`config.mk`:
```
export PLATFORM = sky130hd
export DESIGN_NAME = tpb_mode_io_cfg
export DESIGN_NICKNAME = d
export VERILOG_FILES = /design/src/core/tpb_pkg.sv /design/src/core/tpb_ch5_clk.sv /design/src/core/tpb_mode_io_cfg.sv
export SDC_FILE = /design/constraint.sdc
export NUM_CORES = 1
export LEC_CHECK = 0
export ABC_CLOCK_PERIOD_IN_PS = 3600
export BUFFER_PORTS_ARGS = -buffer_cell sky130_fd_sc_hd__buf_2
export CAP_MARGIN = 10
export CORE_AREA = 5 5 133 135
export CTS_CLUSTER_DIAMETER = 50
export DETAILED_ROUTE_END_ITERATION = 12
export DIE_AREA = 0 0 138 140
export GPL_TIMING_DRIVEN = 1
export PLACE_DENSITY = 0.89
export SLEW_MARGIN = 20
export SYNTH_ARGS = -nofsm -noshare
export SYNTH_HDL_FRONTEND = slang
export SYNTH_HIERARCHICAL = 1
export SYNTH_SLANG_ARGS = --single-unit
```
`constraint.sdc`:
```
create_clock -name mclk -period 3.6 [get_ports mclk]
set_input_delay 0.72 -clock mclk [delete_from_list [all_inputs] [get_ports mclk]]
set_output_delay 0.72 -clock mclk [all_outputs]
set_load 0.01 [all_outputs]
```
`src/core/tpb_pkg.sv`:
```
/*
 * constants, register map and mode encodings of the timer channel
 * configuration block.
 * assumes a 32-bit classic wishbone bus with byte addresses.
 */
package tpb_pkg;
	// ------------------------------------------------------------
	// channel layout
	// ------------------------------------------------------------
	localparam int NUM_CH   = 6;
	localparam int NUM_CD   = 2;
	localparam int CD_CH0   = 0;
	localparam int CD_CH1   = 3;
	localparam int CLK_CH   = 5;

	// ------------------------------------------------------------
	// register byte offsets
	// ------------------------------------------------------------
	localparam logic [7:0] MODE_BASE = 8'h00;
	localparam logic [7:0] IOAB_BASE = 8'h20;
	localparam logic [7:0] IOCD_CH0  = 8'h40;
	localparam logic [7:0] IOCD_CH3  = 8'h44;
	localparam logic [7:0] RUN_OFS   = 8'h50;
	localparam logic [7:0] CKS_OFS   = 8'h54;

	// ------------------------------------------------------------
	// mode register fields and reset values
	// ------------------------------------------------------------
	localparam int MODE_BUF_B  = 5;
	localparam int MODE_BUF_A  = 4;
	localparam int MODE_TOP    = 3;
	localparam int MODE_PHASE  = 2;
	localparam logic [1:0] MODE_FIXED = 2'h3;
	localparam logic [5:0] MODE_RST   = 6'h00;
	localparam logic [7:0] IO_RST     = 8'h00;
	localparam logic [2:0] CKS_RST    = 3'h0;

	// ------------------------------------------------------------
	// io control code fields
	// ------------------------------------------------------------
	localparam int IO_CAPTURE = 3;
	localparam int IO_INIT    = 2;
	localparam logic [1:0] IO_OFF    = 2'h0;
	localparam logic [1:0] IO_LOW    = 2'h1;
	localparam logic [1:0] IO_HIGH   = 2'h2;
	localparam logic [1:0] IO_TOGGLE = 2'h3;

	// ------------------------------------------------------------
	// channel 5 clock select codes and divider taps
	// ------------------------------------------------------------
	localparam logic [2:0] CKS_DIV1   = 3'h0;
	localparam logic [2:0] CKS_DIV4   = 3'h1;
	localparam logic [2:0] CKS_DIV16  = 3'h2;
	localparam logic [2:0] CKS_DIV64  = 3'h3;
	localparam logic [2:0] CKS_EXT_A  = 3'h4;
	localparam logic [2:0] CKS_EXT_C  = 3'h5;
	localparam logic [2:0] CKS_DIV256 = 3'h6;
	localparam logic [2:0] CKS_EXT_D  = 3'h7;
	localparam int LOG_DIV4   = 2;
	localparam int LOG_DIV16  = 4;
	localparam int LOG_DIV64  = 6;
	localparam int LOG_DIV256 = 8;

	// ------------------------------------------------------------
	// decoded operating modes
	// ------------------------------------------------------------
	typedef enum logic [2:0] {
		TPB_NORMAL,
		TPB_PWM1,
		TPB_PWM2,
		TPB_PHASE1,
		TPB_PHASE2,
		TPB_PHASE3,
		TPB_PHASE4
	} tpb_mode_e;
endpackage : tpb_pkg

```
`src/core/tpb_ch5_clk.sv`:
```
/*
 * count clock enable for channel 5: prescaler taps and external
 * clock edges, chosen by the clock select code.
 * assumes the external clock inputs are synchronous to mclk.
 */
`timescale 1ns/10ps
`default_nettype none
module tpb_ch5_clk #(
	parameter int DIV_W = tpb_pkg::LOG_DIV256
) (
	// clock and reset
	input  wire logic       mclk,
	input  wire logic       rstn,
	// configuration
	input  wire logic [2:0] clk_sel,
	input  wire logic       phase_mode,
	input  wire logic       run,
	// external clocks
	input  wire logic       ext_clock_in_a,
	input  wire logic       ext_clock_in_c,
	input  wire logic       ext_clock_in_d,
	// count enable
	output logic            count_en_q
);
	logic [DIV_W-1:0] div_q;
	logic [2:0]       ext_prev_q;
	logic             rise_a;
	logic             rise_c;
	logic             rise_d;
	logic             tick_d;

	// ------------------------------------------------------------
	// free-running prescaler and edge detect
	// ------------------------------------------------------------
	always_ff @(posedge mclk or negedge rstn)
		if (!rstn)
			div_q <= '0;
		else
			div_q <= div_q + 1'b1;

	always_ff @(posedge mclk or negedge rstn)
		if (!rstn)
			ext_prev_q <= 3'h0;
		else
			ext_prev_q <= {ext_clock_in_d, ext_clock_in_c,
				ext_clock_in_a};

	assign rise_a = ext_clock_in_a & ~ext_prev_q[0];
	assign rise_c = ext_clock_in_c & ~ext_prev_q[1];
	assign rise_d = ext_clock_in_d & ~ext_prev_q[2];

	// ------------------------------------------------------------
	// source select
	// ------------------------------------------------------------
	always_comb
	begin
		case (clk_sel)
			tpb_pkg::CKS_DIV1:   tick_d = 1'b1;
			tpb_pkg::CKS_DIV4:   tick_d = &div_q[tpb_pkg::LOG_DIV4-1:0];
			tpb_pkg::CKS_DIV16:  tick_d = &div_q[tpb_pkg::LOG_DIV16-1:0];
			tpb_pkg::CKS_DIV64:  tick_d = &div_q[tpb_pkg::LOG_DIV64-1:0];
			tpb_pkg::CKS_DIV256: tick_d = &div_q;
			tpb_pkg::CKS_EXT_A:  tick_d = rise_a;
			tpb_pkg::CKS_EXT_C:  tick_d = rise_c;
			tpb_pkg::CKS_EXT_D:  tick_d = rise_d;
			default:             tick_d = 1'b0;
		endcase
	end

	// phase counting takes its count from the phase inputs instead
	always_ff @(posedge mclk or negedge rstn)
		if (!rstn)
			count_en_q <= 1'b0;
		else
			count_en_q <= run & ~phase_mode & tick_d;
endmodule : tpb_ch5_clk
`default_nettype wire

```
`src/core/tpb_mode_io_cfg.sv`:
```
/*
 * mode, buffer and io control registers of a six channel timer,
 * with pin level control and the channel 5 count enable.
 * assumes a classic wishbone master and compare match and counter
 * clear pulses from the counter datapath, synchronous to mclk.
 */
// Our own choices: the address map and the Wishbone register port.
`timescale 1ns/10ps
`default_nettype none
// How it works
// - codes 0-3 divide clock by 1,4,16,64
// - code 110 divides clock by 256
// - codes 100,101,111 count external clocks A,C,D
// - phase counting ignores the clock select
// - one mode register per channel
// - mode bits 7,6 read one, unwritable
// - buffer B makes D a buffer, no events
// - buffer A makes C a buffer, no events
// - buffer bits fixed zero without C/D
// - mode codes decode normal, pwm, phase
// - channels 0,3 have no phase counting
// - eight io control registers in total
// - initial level driven while counter stopped
// - pwm mode 2 sets level on clear
// - buffered C/D ignore their io setting
// - primary io register holds B and A codes
// - secondary register holds D and C codes
// - io code selects compare or capture role
module tpb_mode_io_cfg #(
	parameter int NCH = tpb_pkg::NUM_CH
) (
	// clock and reset
	input  wire logic              mclk,
	input  wire logic              rstn,
	// wishbone slave
	input  wire logic              wb_cyc_i,
	input  wire logic              wb_stb_i,
	input  wire logic              wb_we_i,
	input  wire logic [7:0]        wb_adr_i,
	input  wire logic [31:0]       wb_dat_i,
	input  wire logic [3:0]        wb_sel_i,
	output logic      [31:0]       wb_dat_o,
	output logic                   wb_ack_o,
	// counter datapath events
	input  wire logic [2*NCH-1:0]  cmp_match,
	input  wire logic [NCH-1:0]    cnt_clear,
	// external clocks
	input  wire logic              ext_clock_in_a,
	input  wire logic              ext_clock_in_c,
	input  wire logic              ext_clock_in_d,
	// channel configuration
	output logic      [3*NCH-1:0]  ch_mode,
	output logic      [NCH-1:0]    counter_run_bit,
	output logic      [NCH-1:0]    buffer_mode_a,
	output logic      [NCH-1:0]    buffer_mode_b,
	output logic      [2*NCH-1:0]  capture_sel,
	output logic      [15:0]       cd_code,
	output logic      [3:0]        cd_event_en,
	output logic                   ch5_count_en,
	output logic                   ch5_phase,
	// compare output pins a and b
	output logic      [2*NCH-1:0]  pin_out,
	output logic      [2*NCH-1:0]  pin_oe
);
	// ------------------------------------------------------------
	// storage
	// ------------------------------------------------------------
	logic [5:0]      mode_q [NCH];
	logic [7:0]      ioab_q [NCH];
	logic [7:0]      iocd_q [tpb_pkg::NUM_CD];
	logic [NCH-1:0]  run_q;
	logic [2:0]      cks_q;
	logic            ack_q;
	logic [31:0]     dat_q;
	logic [31:0]     rd_d;
	logic            req;
	logic            wr;
	logic [3*NCH-1:0] mode_o_q;
	logic [NCH-1:0]  bufa_q;
	logic [NCH-1:0]  bufb_q;
	logic [2*NCH-1:0] cap_q;
	logic [2*NCH-1:0] lvl_q;
	logic [2*NCH-1:0] oe_q;
	logic [15:0]     cd_q;
	logic [3:0]      cd_en_q;
	logic            ph5_q;

	function automatic tpb_pkg::tpb_mode_e decode(input logic [3:0] m);
		if (m[tpb_pkg::MODE_TOP])
			return tpb_pkg::TPB_NORMAL;
		case (m[2:0])
			3'h2:    return tpb_pkg::TPB_PWM1;
			3'h3:    return tpb_pkg::TPB_PWM2;
			3'h4:    return tpb_pkg::TPB_PHASE1;
			3'h5:    return tpb_pkg::TPB_PHASE2;
			3'h6:    return tpb_pkg::TPB_PHASE3;
			3'h7:    return tpb_pkg::TPB_PHASE4;
			default: return tpb_pkg::TPB_NORMAL;
		endcase
	endfunction : decode

	// ------------------------------------------------------------
	// wishbone handshake
	// ------------------------------------------------------------
	assign req = wb_cyc_i & wb_stb_i & ~ack_q;
	assign wr  = req & wb_we_i & wb_sel_i[0];

	always_ff @(posedge mclk or negedge rstn)
		if (!rstn)
			ack_q <= 1'b0;
		else
			ack_q <= req;

	always_ff @(posedge mclk or negedge rstn)
		if (!rstn)
			dat_q <= 32'h0;
		else if (req)
			dat_q <= rd_d;

	always_comb
	begin
		rd_d = 32'h0;
		for (int i = 0; i < NCH; i++)
		begin
			if (wb_adr_i == 8'(tpb_pkg::MODE_BASE + 4 * i))
				rd_d = {24'h0, tpb_pkg::MODE_FIXED, mode_q[i]};
			if (wb_adr_i == 8'(tpb_pkg::IOAB_BASE + 4 * i))
				rd_d = {24'h0, ioab_q[i]};
		end
		if (wb_adr_i == tpb_pkg::IOCD_CH0)
			rd_d = {24'h0, iocd_q[0]};
		if (wb_adr_i == tpb_pkg::IOCD_CH3)
			rd_d = {24'h0, iocd_q[1]};
		if (wb_adr_i == tpb_pkg::RUN_OFS)
			rd_d = {26'h0, run_q};
		if (wb_adr_i == tpb_pkg::CKS_OFS)
			rd_d = {29'h0, cks_q};
	end

	// ------------------------------------------------------------
	// run and clock select registers
	// ------------------------------------------------------------
	always_ff @(posedge mclk or negedge rstn)
		if (!rstn)
			run_q <= '0;
		else if (wr && wb_adr_i == tpb_pkg::RUN_OFS)
			run_q <= wb_dat_i[NCH-1:0];

	always_ff @(posedge mclk or negedge rstn)
		if (!rstn)
			cks_q <= tpb_pkg::CKS_RST;
		else if (wr && wb_adr_i == tpb_pkg::CKS_OFS)
			cks_q <= wb_dat_i[2:0];

	// ------------------------------------------------------------
	// per channel mode, io control and pins
	// ------------------------------------------------------------
	for (genvar i = 0; i < NCH; i++)
	begin : g_ch
		localparam bit HAS_CD = (i == tpb_pkg::CD_CH0) ||
			(i == tpb_pkg::CD_CH1);
		localparam logic [7:0] MODE_A = 8'(tpb_pkg::MODE_BASE + 4 * i);
		localparam logic [7:0] IOAB_A = 8'(tpb_pkg::IOAB_BASE + 4 * i);
		logic [5:0]          wmask;
		tpb_pkg::tpb_mode_e  md;

		// buffer bits exist only with C/D, phase only without them
		assign wmask = HAS_CD ? 6'h3b : 6'h0f;
		assign md    = decode(mode_q[i][3:0]);

		always_ff @(posedge mclk or negedge rstn)
			if (!rstn)
				mode_q[i] <= tpb_pkg::MODE_RST;
			else if (wr && wb_adr_i == MODE_A)
				mode_q[i] <= wb_dat_i[5:0] & wmask;

		always_ff @(posedge mclk or negedge rstn)
			if (!rstn)
				ioab_q[i] <= tpb_pkg::IO_RST;
			else if (wr && wb_adr_i == IOAB_A)
				ioab_q[i] <= wb_dat_i[7:0];

		always_ff @(posedge mclk or negedge rstn)
			if (!rstn)
			begin
				mode_o_q[3*i +: 3] <= 3'(tpb_pkg::TPB_NORMAL);
				bufa_q[i]          <= 1'b0;
				bufb_q[i]          <= 1'b0;
			end
			else
			begin
				mode_o_q[3*i +: 3] <= 3'(md);
				bufa_q[i] <= mode_q[i][tpb_pkg::MODE_BUF_A];
				bufb_q[i] <= mode_q[i][tpb_pkg::MODE_BUF_B];
			end

		for (genvar k = 0; k < 2; k++)
		begin : g_ab
			localparam int P = 2 * i + k;
			logic [3:0] code;

			assign code = ioab_q[i][4*k +: 4];

			always_ff @(posedge mclk or negedge rstn)
				if (!rstn)
				begin
					cap_q[P] <= 1'b0;
					oe_q[P]  <= 1'b0;
				end
				else
				begin
					cap_q[P] <= code[tpb_pkg::IO_CAPTURE];
					oe_q[P]  <= ~code[tpb_pkg::IO_CAPTURE] &
						(code[1:0] != tpb_pkg::IO_OFF);
				end

			always_ff @(posedge mclk or negedge rstn)
				if (!rstn)
					lvl_q[P] <= 1'b0;
				else if (!run_q[i])
					lvl_q[P] <= code[tpb_pkg::IO_INIT];
				else if (md == tpb_pkg::TPB_PWM2 && cnt_clear[i])
					lvl_q[P] <= code[tpb_pkg::IO_INIT];
				else if (cmp_match[P] && !code[tpb_pkg::IO_CAPTURE])
				begin
					case (code[1:0])
						tpb_pkg::IO_LOW:    lvl_q[P] <= 1'b0;
						tpb_pkg::IO_HIGH:   lvl_q[P] <= 1'b1;
						tpb_pkg::IO_TOGGLE: lvl_q[P] <= ~lvl_q[P];
						default:            lvl_q[P] <= lvl_q[P];
					endcase
				end
		end
	end

	// ------------------------------------------------------------
	// secondary io control for channels with C/D
	// ------------------------------------------------------------
	for (genvar j = 0; j < tpb_pkg::NUM_CD; j++)
	begin : g_cd
		localparam int CH = (j == 0) ? tpb_pkg::CD_CH0 : tpb_pkg::CD_CH1;
		localparam logic [7:0] ADR = (j == 0) ? tpb_pkg::IOCD_CH0 :
			tpb_pkg::IOCD_CH3;
		logic use_c;
		logic use_d;

		assign use_c = ~mode_q[CH][tpb_pkg::MODE_BUF_A];
		assign use_d = ~mode_q[CH][tpb_pkg::MODE_BUF_B];

		always_ff @(posedge mclk or negedge rstn)
			if (!rstn)
				iocd_q[j] <= tpb_pkg::IO_RST;
			else if (wr && wb_adr_i == ADR)
				iocd_q[j] <= wb_dat_i[7:0];

		// buffered register: code ignored, events suppressed
		always_ff @(posedge mclk or negedge rstn)
			if (!rstn)
			begin
				cd_q[8*j +: 8]    <= 8'h00;
				cd_en_q[2*j +: 2] <= 2'h0;
			end
			else
			begin
				cd_q[8*j+4 +: 4] <= use_d ? iocd_q[j][7:4] : 4'h0;
				cd_q[8*j +: 4]   <= use_c ? iocd_q[j][3:0] : 4'h0;
				cd_en_q[2*j+1]   <= use_d;
				cd_en_q[2*j]     <= use_c;
			end
	end

	// ------------------------------------------------------------
	// channel 5 count clock
	// ------------------------------------------------------------
	always_ff @(posedge mclk or negedge rstn)
		if (!rstn)
			ph5_q <= 1'b0;
		else
			ph5_q <= mode_q[tpb_pkg::CLK_CH][tpb_pkg::MODE_PHASE] &
				~mode_q[tpb_pkg::CLK_CH][tpb_pkg::MODE_TOP];

	tpb_ch5_clk #(
		.DIV_W (tpb_pkg::LOG_DIV256)
	) u_clk5 (
		.mclk           (mclk),
		.rstn           (rstn),
		.clk_sel        (cks_q),
		.phase_mode     (ph5_q),
		.run            (run_q[tpb_pkg::CLK_CH]),
		.ext_clock_in_a (ext_clock_in_a),
		.ext_clock_in_c (ext_clock_in_c),
		.ext_clock_in_d (ext_clock_in_d),
		.count_en_q     (ch5_count_en)
	);

	// ------------------------------------------------------------
	// outputs
	// ------------------------------------------------------------
	assign wb_dat_o        = dat_q;
	assign wb_ack_o        = ack_q;
	assign ch_mode         = mode_o_q;
	assign counter_run_bit = run_q;
	assign buffer_mode_a   = bufa_q;
	assign buffer_mode_b   = bufb_q;
	assign capture_sel     = cap_q;
	assign cd_code         = cd_q;
	assign cd_event_en     = cd_en_q;
	assign ch5_phase       = ph5_q;
	assign pin_out         = lvl_q;
	assign pin_oe          = oe_q;
endmodule : tpb_mode_io_cfg
`default_nettype wire

```
==> results of run 1 <==
-- worst reg2reg max path, stage by stage (launching register included) --
cell and delay [ns]:
dfrtp_1 0.39, nand3b_4 0.25, inv_1 0.37, nand3_1 0.34
nor3_2 0.40, nand2_1 0.30, mux2_2 0.36
-- final cells by class --
| cell class | instances | area, sq um |
|---|---|---|
| clock inverters | 10 | 170 |
| diodes | 4 | 10.0 |
| clock buffers | 21 | 460 |
| well taps | 220 | 275 |
| inverters | 34 | 128 |
| flip-flops and latches | 197 | 4930 |
| repair buffers | 143 | 757 |
| fillers | 1197 | 5530 |
| multi-input cells | 545 | 4090 |
-- registers in the layout, indices dropped and copies added, names as in the netlist, 2 cells and up --
signal             cells
buffer_mode_a          2
buffer_mode_b          2
capture_sel           12
cd_code               16
cd_event_en            4
ch_mode               16
cks_q                  3
counter_run_bit        6
g_ch.g_ab.code        48
iocd_q                16
mode_q                26
pin_oe                12
pin_out               12
u_clk5/div_q           8
u_clk5/ext_prev_q      3
wb_dat_o               8
-- synth_stat cells (all sizes together), types with 9 or more instances --
master and instances:
dfrtp 197, mux2 108, buf 53, a31oi 12
ha 26, nor2b 25, nor3b 9, clkbuf 9
a21oi 29, nand2b 13, nor3 17, o21ai 27
mux2i 18, nand2 46, inv 33, nor2 63
nand3 15
-- kinds of logic after synthesis --
logic type	Yosys count	share of synthesized area, %
mux	128	15.3
flops	197	52.4
xor+xnor	6	0.559
other cells	1	0.0399
fa+ha+maj	26	3.46
simple gates	225	13.7
buf+inv	96	5.45
compound gates	126	9.02
-- how the worst max path moves through the flow --
stage,endpoint,slack [ns],startpoint
after floorplan,mode_q[6]$_DFFE_PN0P_,1.33,wb_adr_i[1]
after global placement,g_ch[0].g_ab[0].code[0]$_DFFE_PN0P_,0.83,wb_stb_i
after detailed placement,g_ch[1].g_ab[1].code[0]$_DFFE_PN0P_,0.78,wb_adr_i[2]
after CTS,mode_q[13]$_DFFE_PN0P_,1.12,wb_ack_o$_DFF_PN0_
after global routing,g_ch[0].g_ab[1].code[3]$_DFFE_PN0P_,0.96,wb_ack_o$_DFF_PN0_
final,mode_q[13]$_DFFE_PN0P_,1.09,wb_ack_o$_DFF_PN0_
-- placed cells by master, fill, tap and decap left out, types with 10 or more instances in the layout --
cell,n
a31oi_1,12
a21oi_1,29
o21ai_0,27
ha_1,26
clkbuf_16,17
nor3_1,10
mux2_2,108
inv_1,33
dfrtp_1,197
nand2b_1,13
mux2i_1,18
conb_1,34
nand2_1,46
nor2_1,57
nand3_1,14
nor2b_1,25
buf_2,134
-- metal layers --
metal | up-vias | GRT usage, % | routed length (microns)
met5 | - | 0 | 13
met4 | 2 | 11.6 | 1040
met3 | 76 | 5.79 | 1820
met2 | 347 | 40.3 | 11400
met1 | 3426 | 30.4 | 9200
li1 | 3057 | - | -
-- per-stage QoR --
stage	area (sq um)	utilization (%)
global placement	10200	62.2
detailed placement	10200	62.2
floorplan	9530	-
finish	10800	66.2
global route	10800	66.1
CTS	10800	66.1
-- power by group through the flow --
stage | combinational, mW | sequential [mW] | clock (mW)
floorplan | 0.172 | 2.31 | 0
CTS | 0.288 | 2.26 | 2.05
detailed placement | 0.286 | 2.30 | 0
global placement | 0.282 | 2.30 | 0
global route | 0.319 | 2.26 | 2.15
finish | 0.291 | 2.26 | 2.03
==> flow_metrics.env, run 1 <==
export IMPL_min_period_over_period_pct=69.9
export IMPL_rr_worst_depth=6
export IMPL_fin_setup_tns_ns=0
export IMPL_p_total_mw=4.58
export IMPL_dpl_cell_count=1139
export IMPL_path_cells="nand3b_4, inv_1, nand3_1, nor3_2, nand2_1, mux2_2"
export IMPL_fin_nets=1034
export IMPL_worst_setup_path_end_kind="flip-flop"
export IMPL_crit_buf_inv=1
export IMPL_r2r_slack_ns=1.09
export IMPL_io_pins=197
export IMPL_switching_share_pct=22.8
export IMPL_core_area_sq_um=16300
export IMPL_synth_cells=805
export IMPL_min_period_ns=2.51
export IMPL_antenna_found_initial=4
export IMPL_die_area_sq_um=19300
export IMPL_cts_buffers=17
export IMPL_drtPass1Iterations=6
export IMPL_drive_gt1_share_pct=33.1
export IMPL_insertion_delay_ns=0.44
export IMPL_netlist_area_leader_share_pct=52.4
export IMPL_min_path_type="primary input to asynchronous set/reset pin"
export IMPL_crit_fanout=13
export IMPL_ys_warn_count=6
export IMPL_intPower_mw=3.54
export IMPL_cp_data_arrival_time_ns=2.84
export IMPL_synth_enable_flop_cells=0
export IMPL_cts_root_buf="clkbuf_16"
export IMPL_synth_seq_cells=197
export IMPL_post_dp_hpwl_microns=16800
export IMPL_synthesis_area_sq_um=9400
export IMPL_critical_path_depth=6
export IMPL_grt_pass1_vias=6912
export IMPL_numPortBuffers=135
export IMPL_avgSynthCellArea_sq_um=11.7
export IMPL_clkSinkCount=197
export IMPL_slowest_delay_ns=0.40
export IMPL_p_seq_share_pct=49.3
export IMPL_drt_initial_drc_count=690
export IMPL_rsz0062_at_grt="no"
export IMPL_cp_top_family="simple AND/OR/NAND/NOR gates"
export IMPL_yosysSeqAreaShare_pct=52.4
export IMPL_max_slew_margin_rel_pct=37.2
export IMPL_rows=47
export IMPL_detail_route_antenna_nets=0
export IMPL_peakVddDrop_mv=0.334
export IMPL_rr_startpoint="wb_ack_o$_DFF_PN0_"
export IMPL_cap_violations=0
export IMPL_worstSetupStartpointType="flip-flop"
export IMPL_tightest_slew_ns=0.935
export IMPL_yosysTopAreaCell="dfrtp_1"
export IMPL_place_ws_ns=0.785
export IMPL_synth_area_leaders="dfrtp_1, mux2_2, ha_1, buf_4, nor2_1"
export IMPL_run_status="finished clean"
export IMPL_finalHoldViolCount=0
export IMPL_powerDensity_nw_per_um2=424
export IMPL_cp_slowest_cell="nor3_2"
export IMPL_cts_tree="yes"
export IMPL_wl_per_cell_microns=20.0
export IMPL_comb_power_share_pct=6.3
export IMPL_ys_flop_type="dfrtp_1"
export IMPL_crit_type="flip-flop to flip-flop"
export IMPL_post_cts_setup_buffers=0
export IMPL_grt_pass1_wl_microns=37500
export IMPL_crit_required_ns=3.92
export IMPL_pwr_share_clk_pct=44.3
export IMPL_track_usage_pct=24.4
export IMPL_cts_resized=0
export IMPL_slew_violations=0
export IMPL_cts_buffer_depth=2
export IMPL_r2r_end="mode_q[13]$_DFFE_PN0P_"
export IMPL_path_clk_slew_ns=0.07
export IMPL_fp_dieH_microns=140
export IMPL_final_setup_skew_ns=0.00666
export IMPL_grt_ovfl_total=0
export IMPL_p_leak_nw=5.46
export IMPL_fmax_mhz=398
export IMPL_areaGrowthSynthToFinish_pct=15.0
export IMPL_p_sw_mw=1.05
export IMPL_whs_ns=0.342
export IMPL_start_util_pct=57.5
export IMPL_cts_hold_fix_buffers=0
export IMPL_final_cells=1174
export IMPL_num_vias=6908
export IMPL_ys_types=73
export IMPL_grt_max_degree=98
export IMPL_routabilityCongestion=0.923
export IMPL_cts_htree_levels=4
export IMPL_wl_microns=23400
export IMPL_viasPerCell=5.88
export IMPL_async_flop_share_pct=100
export IMPL_drc=0
export IMPL_setup_ws_ns=1.09
export IMPL_die_w_microns=138
export IMPL_setup_viol=0
Note: power is estimated with default switching activity, not from simulation.
==> run 2, diff against run 1 <==
ABC_CLOCK_PERIOD_IN_PS = 2200   (was 3600)
CORE_AREA = 5 5 144 146   (was 5 5 133 135)
DIE_AREA = 0 0 149 151   (was 0 0 138 140)
PLACE_DENSITY = 0.81   (was 0.89)
clock period = 2.2 ns   (was 3.6 ns; I/O delays follow)
==> run 2 against run 1 <==
  * Power rose by 58%
  * Critical path depth unchanged
  * Wire length increased by 3.1%
  * Worst hold slack worse by 0.22 ns
  * Combinational power increased by 80%
  * Cell count is 8.0% higher
  * Highest routed layer is now met4
  * Fmax is 25% higher
  * Sequential share of layout area fell by 1.6 points
  * Clock power rose by 49%
  * First-iteration DRC count down 9.4%
  * Die area up 16%
  * Largest cell class unchanged
==> flow_metrics.env, run 2 (synthesized netlist as in run 1, its figures left out) <==
export IMPL_antenna_found_initial=1
export IMPL_dpl_cell_area_sq_um=10600
export IMPL_worst_setup_path_end_kind="flip-flop"
export IMPL_cts_htree_levels=4
export IMPL_fp_dieH_microns=151
export IMPL_path_clk_slew_ns=0.07
export IMPL_clkSinkCount=197
export IMPL_areaGrowthSynthToFinish_pct=19.3
export IMPL_largest_reg_flops=48
export IMPL_finalHoldViolCount=0
export IMPL_fin_nets=1083
export IMPL_p_leak_nw=5.69
export IMPL_setup_viol=0
export IMPL_cap_violations=0
export IMPL_grt_pass1_wl_microns=38500
export IMPL_run_status="finished clean"
export IMPL_fin_setup_tns_ns=0
export IMPL_peakVddDrop_mv=0.539
export IMPL_num_vias=6909
export IMPL_cts_buffer_depth=2
export IMPL_wl_per_cell_microns=19.1
export IMPL_wl_microns=24200
export IMPL_max_slew_margin_rel_pct=64.1
export IMPL_rr_startpoint="wb_ack_o$_DFF_PN0_"
export IMPL_rsz0062_at_grt="no"
export IMPL_core_area_sq_um=19300
export IMPL_final_setup_skew_ns=0.0106
export IMPL_startpoint="wb_ack_o$_DFF_PN0_"
export IMPL_tightest_slew_ns=0.534
export IMPL_numPortBuffers=135
export IMPL_routabilityCongestion=0.937
export IMPL_fmax_mhz=498
export IMPL_start_util_pct=48.8
export IMPL_rr_worst_depth=6
export IMPL_rows=51
export IMPL_final_common_cell="dfrtp_1"
export IMPL_drtPass1Iterations=5
export IMPL_drc=0
export IMPL_min_path_type="primary input to flip-flop"
export IMPL_r2r_slack_ns=0.19
export IMPL_slew_violations=0
export IMPL_cts_buffers=17
export IMPL_crit_type="flip-flop to flip-flop"
export IMPL_crit_required_ns=2.52
export IMPL_powerDensity_nw_per_um2=645
export IMPL_insertion_delay_ns=0.44
export IMPL_crit_fanout=8
export IMPL_grt_pass1_vias=7025
export IMPL_post_cts_setup_buffers=0
export IMPL_grt_max_degree=59
export IMPL_final_cell_mix="dfrtp_1, buf_2, mux2_2"
export IMPL_grt_ovfl_total=0
export IMPL_die_w_microns=149
export IMPL_min_delay_start="ext_clock_in_a"
export IMPL_cp_data_arrival_time_ns=2.33
export IMPL_viasPerCell=5.45
export IMPL_post_dp_hpwl_microns=18400
export IMPL_fin_area_sq_um=11200
export IMPL_r2r_end="g_ch[5].g_ab[0].code[2]$_DFFE_PN0P_"
export IMPL_worstSetupStartpointType="flip-flop"
export IMPL_die_area_sq_um=22500
export IMPL_whs_ns=0.121
export IMPL_cts_tree="yes"
export IMPL_drt_initial_drc_count=625
export IMPL_detail_route_antenna_nets=0
export IMPL_min_period_ns=2.01
export IMPL_drive_gt1_share_pct=36.3
export IMPL_cts_root_buf="clkbuf_16"
export IMPL_min_period_over_period_pct=91.3
export IMPL_track_usage_pct=22.1
export IMPL_timing_critical_path_to="g_ch[5].g_ab[0].code[2]$_DFFE_PN0P_"
export IMPL_io_pins=197
==> run 2: layer usage <==
layer / wire length, microns / vias to the layer above / track usage (%)
li1: - / 3165 / -
met2: 12200 / 255 / 37.5
met3: 1540 / 36 / 5.54
met1: 10000 / 3453 / 28.4
met4: 395 / 0 / 6.36
met5: 0 / - / 0
==> run 2: power by group <==
part           switching, mW  internal, mW  total (mW)  leakage, nW
sequential            0.0337          3.67        3.70         2.68
combinational          0.336         0.186       0.523         2.74
clock                   1.38          1.64        3.02        0.272
total                   1.75          5.50        7.24         5.69
==> run 2: what timing repair did <==
item                                   in CTS  in global routing
endpoints found under the hold margin      48                  0
hold buffers                                1                  0
resized for setup                           0                  0
==> run 2: final cells by class <==
type                    instances  area, sq um
multi-input cells             545         4090
fillers                      1590         8050
repair buffers                192         1160
inverters                      34          128
diodes                          3         7.51
well taps                     265          332
flip-flops and latches        197         4930
clock buffers                  21          460
clock inverters                11          114
==> run 2: worst max-delay path: stages (launching register included) <==
cell and delay [ns]:
dfrtp_1 0.37, nand3b_4 0.16, inv_1 0.11, and3_1 0.27
nand2_1 0.20, nor2_2 0.40, mux2_2 0.39
==> run 2: worst min path at each step <==
stage	to	slack, ns	cells past startpoint
floorplan	buffer_mode_a[0]$_DFF_PN0_	0.14	0
global placement	pin_oe[3]$_DFF_PN0_	0.45	1
detailed placement	pin_oe[3]$_DFF_PN0_	0.45	1
CTS	u_clk5/ext_prev_q[0]$_DFF_PN0_	0.11	1
global route	u_clk5/ext_prev_q[0]$_DFF_PN0_	0.10	1
finish	u_clk5/ext_prev_q[0]$_DFF_PN0_	0.12	1
==> run 2: through the flow <==
step	power [mW]	utilization [%]	setup WS (ns)	instances
floorplan	4.06	-	0.211	838
global placement	4.28	55.2	0.0418	1232
detailed placement	4.29	55.2	0.00514	1232
CTS	7.30	58.2	0.172	1265
global route	7.52	58.2	0.108	1266
finish	7.24	58.2	0.192	1268
==> run 3, diff against run 2 <==
ABC_CLOCK_PERIOD_IN_PS = 2000   (was 2200)
CORE_AREA = 10 10 142 144   (was 5 5 144 146)
DIE_AREA = 0 0 152 154   (was 0 0 149 151)
PLACE_DENSITY = 0.84   (was 0.81)
clock period = 2 ns   (was 2.2 ns; I/O delays follow)
==> run 3 against run 2 <==
  * Global-route usage down 0.65 points
  * Largest cell class unchanged
  * Fmax rose by 5.9%
  * Clock power rose by 8.9%
  * Non-clock buffer count is 33 higher
  * Final area rose by 1.6%
  * Sequential share of layout area shrank 0.70 points
  * Worst setup slack lost 0.089 ns
  * Utilization up 8.2 points
  * Via count increased by 2.1%
==> flow_metrics.env, run 3 (synthesized netlist as in run 1, its figures left out) <==
export IMPL_min_period_over_period_pct=94.9
export IMPL_slowest_delay_ns=0.38
export IMPL_cts_root_buf="clkbuf_16"
export IMPL_path_cells="nand3b_4, inv_1, and3_2, nand2_1, nor2_2, buf_4, mux2_2"
export IMPL_num_vias=7053
export IMPL_cp_top_family="simple AND/OR/NAND/NOR gates"
export IMPL_p_seq_share_pct=51.2
export IMPL_grt_pass1_wl_microns=40800
export IMPL_fp_dieH_microns=154
export IMPL_worst_setup_path_end_kind="flip-flop"
export IMPL_dpl_cell_area_sq_um=10800
export IMPL_clkSinkCount=197
export IMPL_fill_cells=1304
export IMPL_cts_buffer_depth=2
export IMPL_final_cell_mix="dfrtp_1, buf_2, mux2_2"
export IMPL_r2r_end="iocd_q[7]$_DFFE_PN0P_"
export IMPL_rows=48
export IMPL_setup_ws_ns=0.103
export IMPL_fin_setup_tns_ns=0
export IMPL_final_setup_skew_ns=0.00939
export IMPL_final_cells=1259
export IMPL_p_leak_nw=5.85
export IMPL_io_pins=197
export IMPL_wl_per_cell_microns=20.1
export IMPL_fmax_mhz=527
export IMPL_cp_slowest_cell="dfrtp_1"
export IMPL_crit_fanout=4
export IMPL_drt_initial_drc_count=509
export IMPL_worstSetupStartpointType="flip-flop"
export IMPL_numPortBuffers=135
export IMPL_cap_violations=0
export IMPL_peakVddDrop_mv=0.581
export IMPL_rr_startpoint="wb_ack_o$_DFF_PN0_"
export IMPL_fin_nets=1116
export IMPL_crit_required_ns=2.32
export IMPL_p_sw_mw=2.00
export IMPL_areaGrowthSynthToFinish_pct=21.2
export IMPL_grtUsageMet2_pct=36.0
export IMPL_core_area_sq_um=17200
export IMPL_startpoint="wb_ack_o$_DFF_PN0_"
export IMPL_post_cts_setup_buffers=0
export IMPL_critical_path_depth=7
export IMPL_track_usage_pct=21.5
export IMPL_fin_area_sq_um=11400
export IMPL_intPower_mw=5.96
export IMPL_grt_pass1_vias=7429
export IMPL_wl_microns=25300
export IMPL_place_ws_ns=-0.100
export IMPL_routabilityCongestion=0.912
export IMPL_fin_util_pct=66.4
export IMPL_drc=0
export IMPL_pwr_share_clk_pct=41.3
export IMPL_path_clk_slew_ns=0.08
export IMPL_detail_route_antenna_nets=0
export IMPL_viasPerCell=5.60
export IMPL_dpl_cell_count=1225
export IMPL_final_common_cell="dfrtp_1"
export IMPL_cp_data_arrival_time_ns=2.21
export IMPL_drive_gt1_share_pct=38.8
export IMPL_gr_usage_met1_pct=26.1
export IMPL_r2r_slack_ns=0.10
export IMPL_min_path_type="primary input to flip-flop"
export IMPL_finalHoldViolCount=0
export IMPL_crit_buf_inv=2
export IMPL_grt_use_met3_pct=5.69
export IMPL_comb_power_share_pct=7.5
export IMPL_start_util_pct=54.7
export IMPL_powerDensity_nw_per_um2=698
export IMPL_setup_viol=0
export IMPL_switching_share_pct=25.1
export IMPL_top_usage_layer="met2"
export IMPL_post_dp_hpwl_microns=19300
export IMPL_timing_critical_path_to="iocd_q[7]$_DFFE_PN0P_"
export IMPL_cts_tree="yes"
export IMPL_die_w_microns=152
export IMPL_rr_worst_depth=7
export IMPL_grt_ovfl_total=0
export IMPL_tightest_slew_ns=0.509
export IMPL_max_slew_margin_rel_pct=65.2
export IMPL_cts_buffers=17
export IMPL_rsz0062_at_grt="no"
export IMPL_die_area_sq_um=23400
export IMPL_largest_reg_flops=48
export IMPL_min_period_ns=1.90
export IMPL_run_status="finished clean"
export IMPL_insertion_delay_ns=0.44
export IMPL_crit_type="flip-flop to flip-flop"
export IMPL_grt_max_degree=62
export IMPL_antenna_found_initial=3
export IMPL_drtPass1Iterations=5
export IMPL_slew_violations=0
export IMPL_cts_htree_levels=4
## run 3: per-stage QoR
stage | total power, mW | hold WS, ns
after detailed placement | 4.74 | 0.414
after CTS | 8.00 | 0.0661
final | 7.96 | 0.0808
after global routing | 8.22 | 0.0725
after global placement | 4.72 | 0.401
after floorplan | 4.47 | 0.104
## run 3: layer usage
layer | part of all wire [%] | up-vias | routed length, microns
met3 | 6.3 | 54 | 1590
li1 | - | 3231 | -
met4 | 2.8 | 2 | 704
met1 | 41 | 3488 | 10500
met5 | 0.028 | - | 7
met2 | 49 | 278 | 12500
## run 3: power by group through the flow
stage                     registers (mW)  logic [mW]  clock network, mW
after CTS                           4.07       0.596               3.34
after floorplan                     4.16       0.309                  0
after global routing                4.08       0.660               3.48
after global placement              4.14       0.579                  0
final                               4.07       0.599               3.29
after detailed placement            4.15       0.592                  0
## run 3: repair_timing
| action | CTS | global route |
|---|---|---|
| resized for setup | 1 | 3 |
| hold buffers | 1 | 0 |
| endpoints found under the setup margin | 2 | 10 |
| endpoints found under the hold margin | 51 | 0 |
## run 3: how the worst min path moves through the flow
stage                              start                              to  depth (start not counted)  slack [ns]
after floorplan                     rstn      buffer_mode_a[0]$_DFF_PN0_                          0        0.10
after global placement              rstn             pin_oe[3]$_DFF_PN0_                          1        0.40
after detailed placement            rstn          pin_out[1]$_DFFE_PN0P_                          1        0.41
after CTS                 ext_clock_in_d  u_clk5/ext_prev_q[2]$_DFF_PN0_                          1        0.07
after global routing      ext_clock_in_d  u_clk5/ext_prev_q[2]$_DFF_PN0_                          1        0.07
final                     ext_clock_in_d  u_clk5/ext_prev_q[2]$_DFF_PN0_                          1        0.08
## run 3: worst reg2reg max path: cells and delay by family, from the launching register on
kind / cells / cell delay [ns]
simple gates: 4 / 0.80
flops: 1 / 0.38
mux: 1 / 0.34
buf+inv: 2 / 0.27
## run 3: area by class of cell
cell class	instances	area, sq um	share of cell area (%)
inverter	34	128	1.12
tap	225	282	2.47
clock buffer	19	453	3.97
multi-input combinational	545	4100	36.0
clock inverter	13	116	1.02
antenna	1	2.50	0.0219
timing repair buffer	225	1390	12.2
sequential	197	4930	43.2
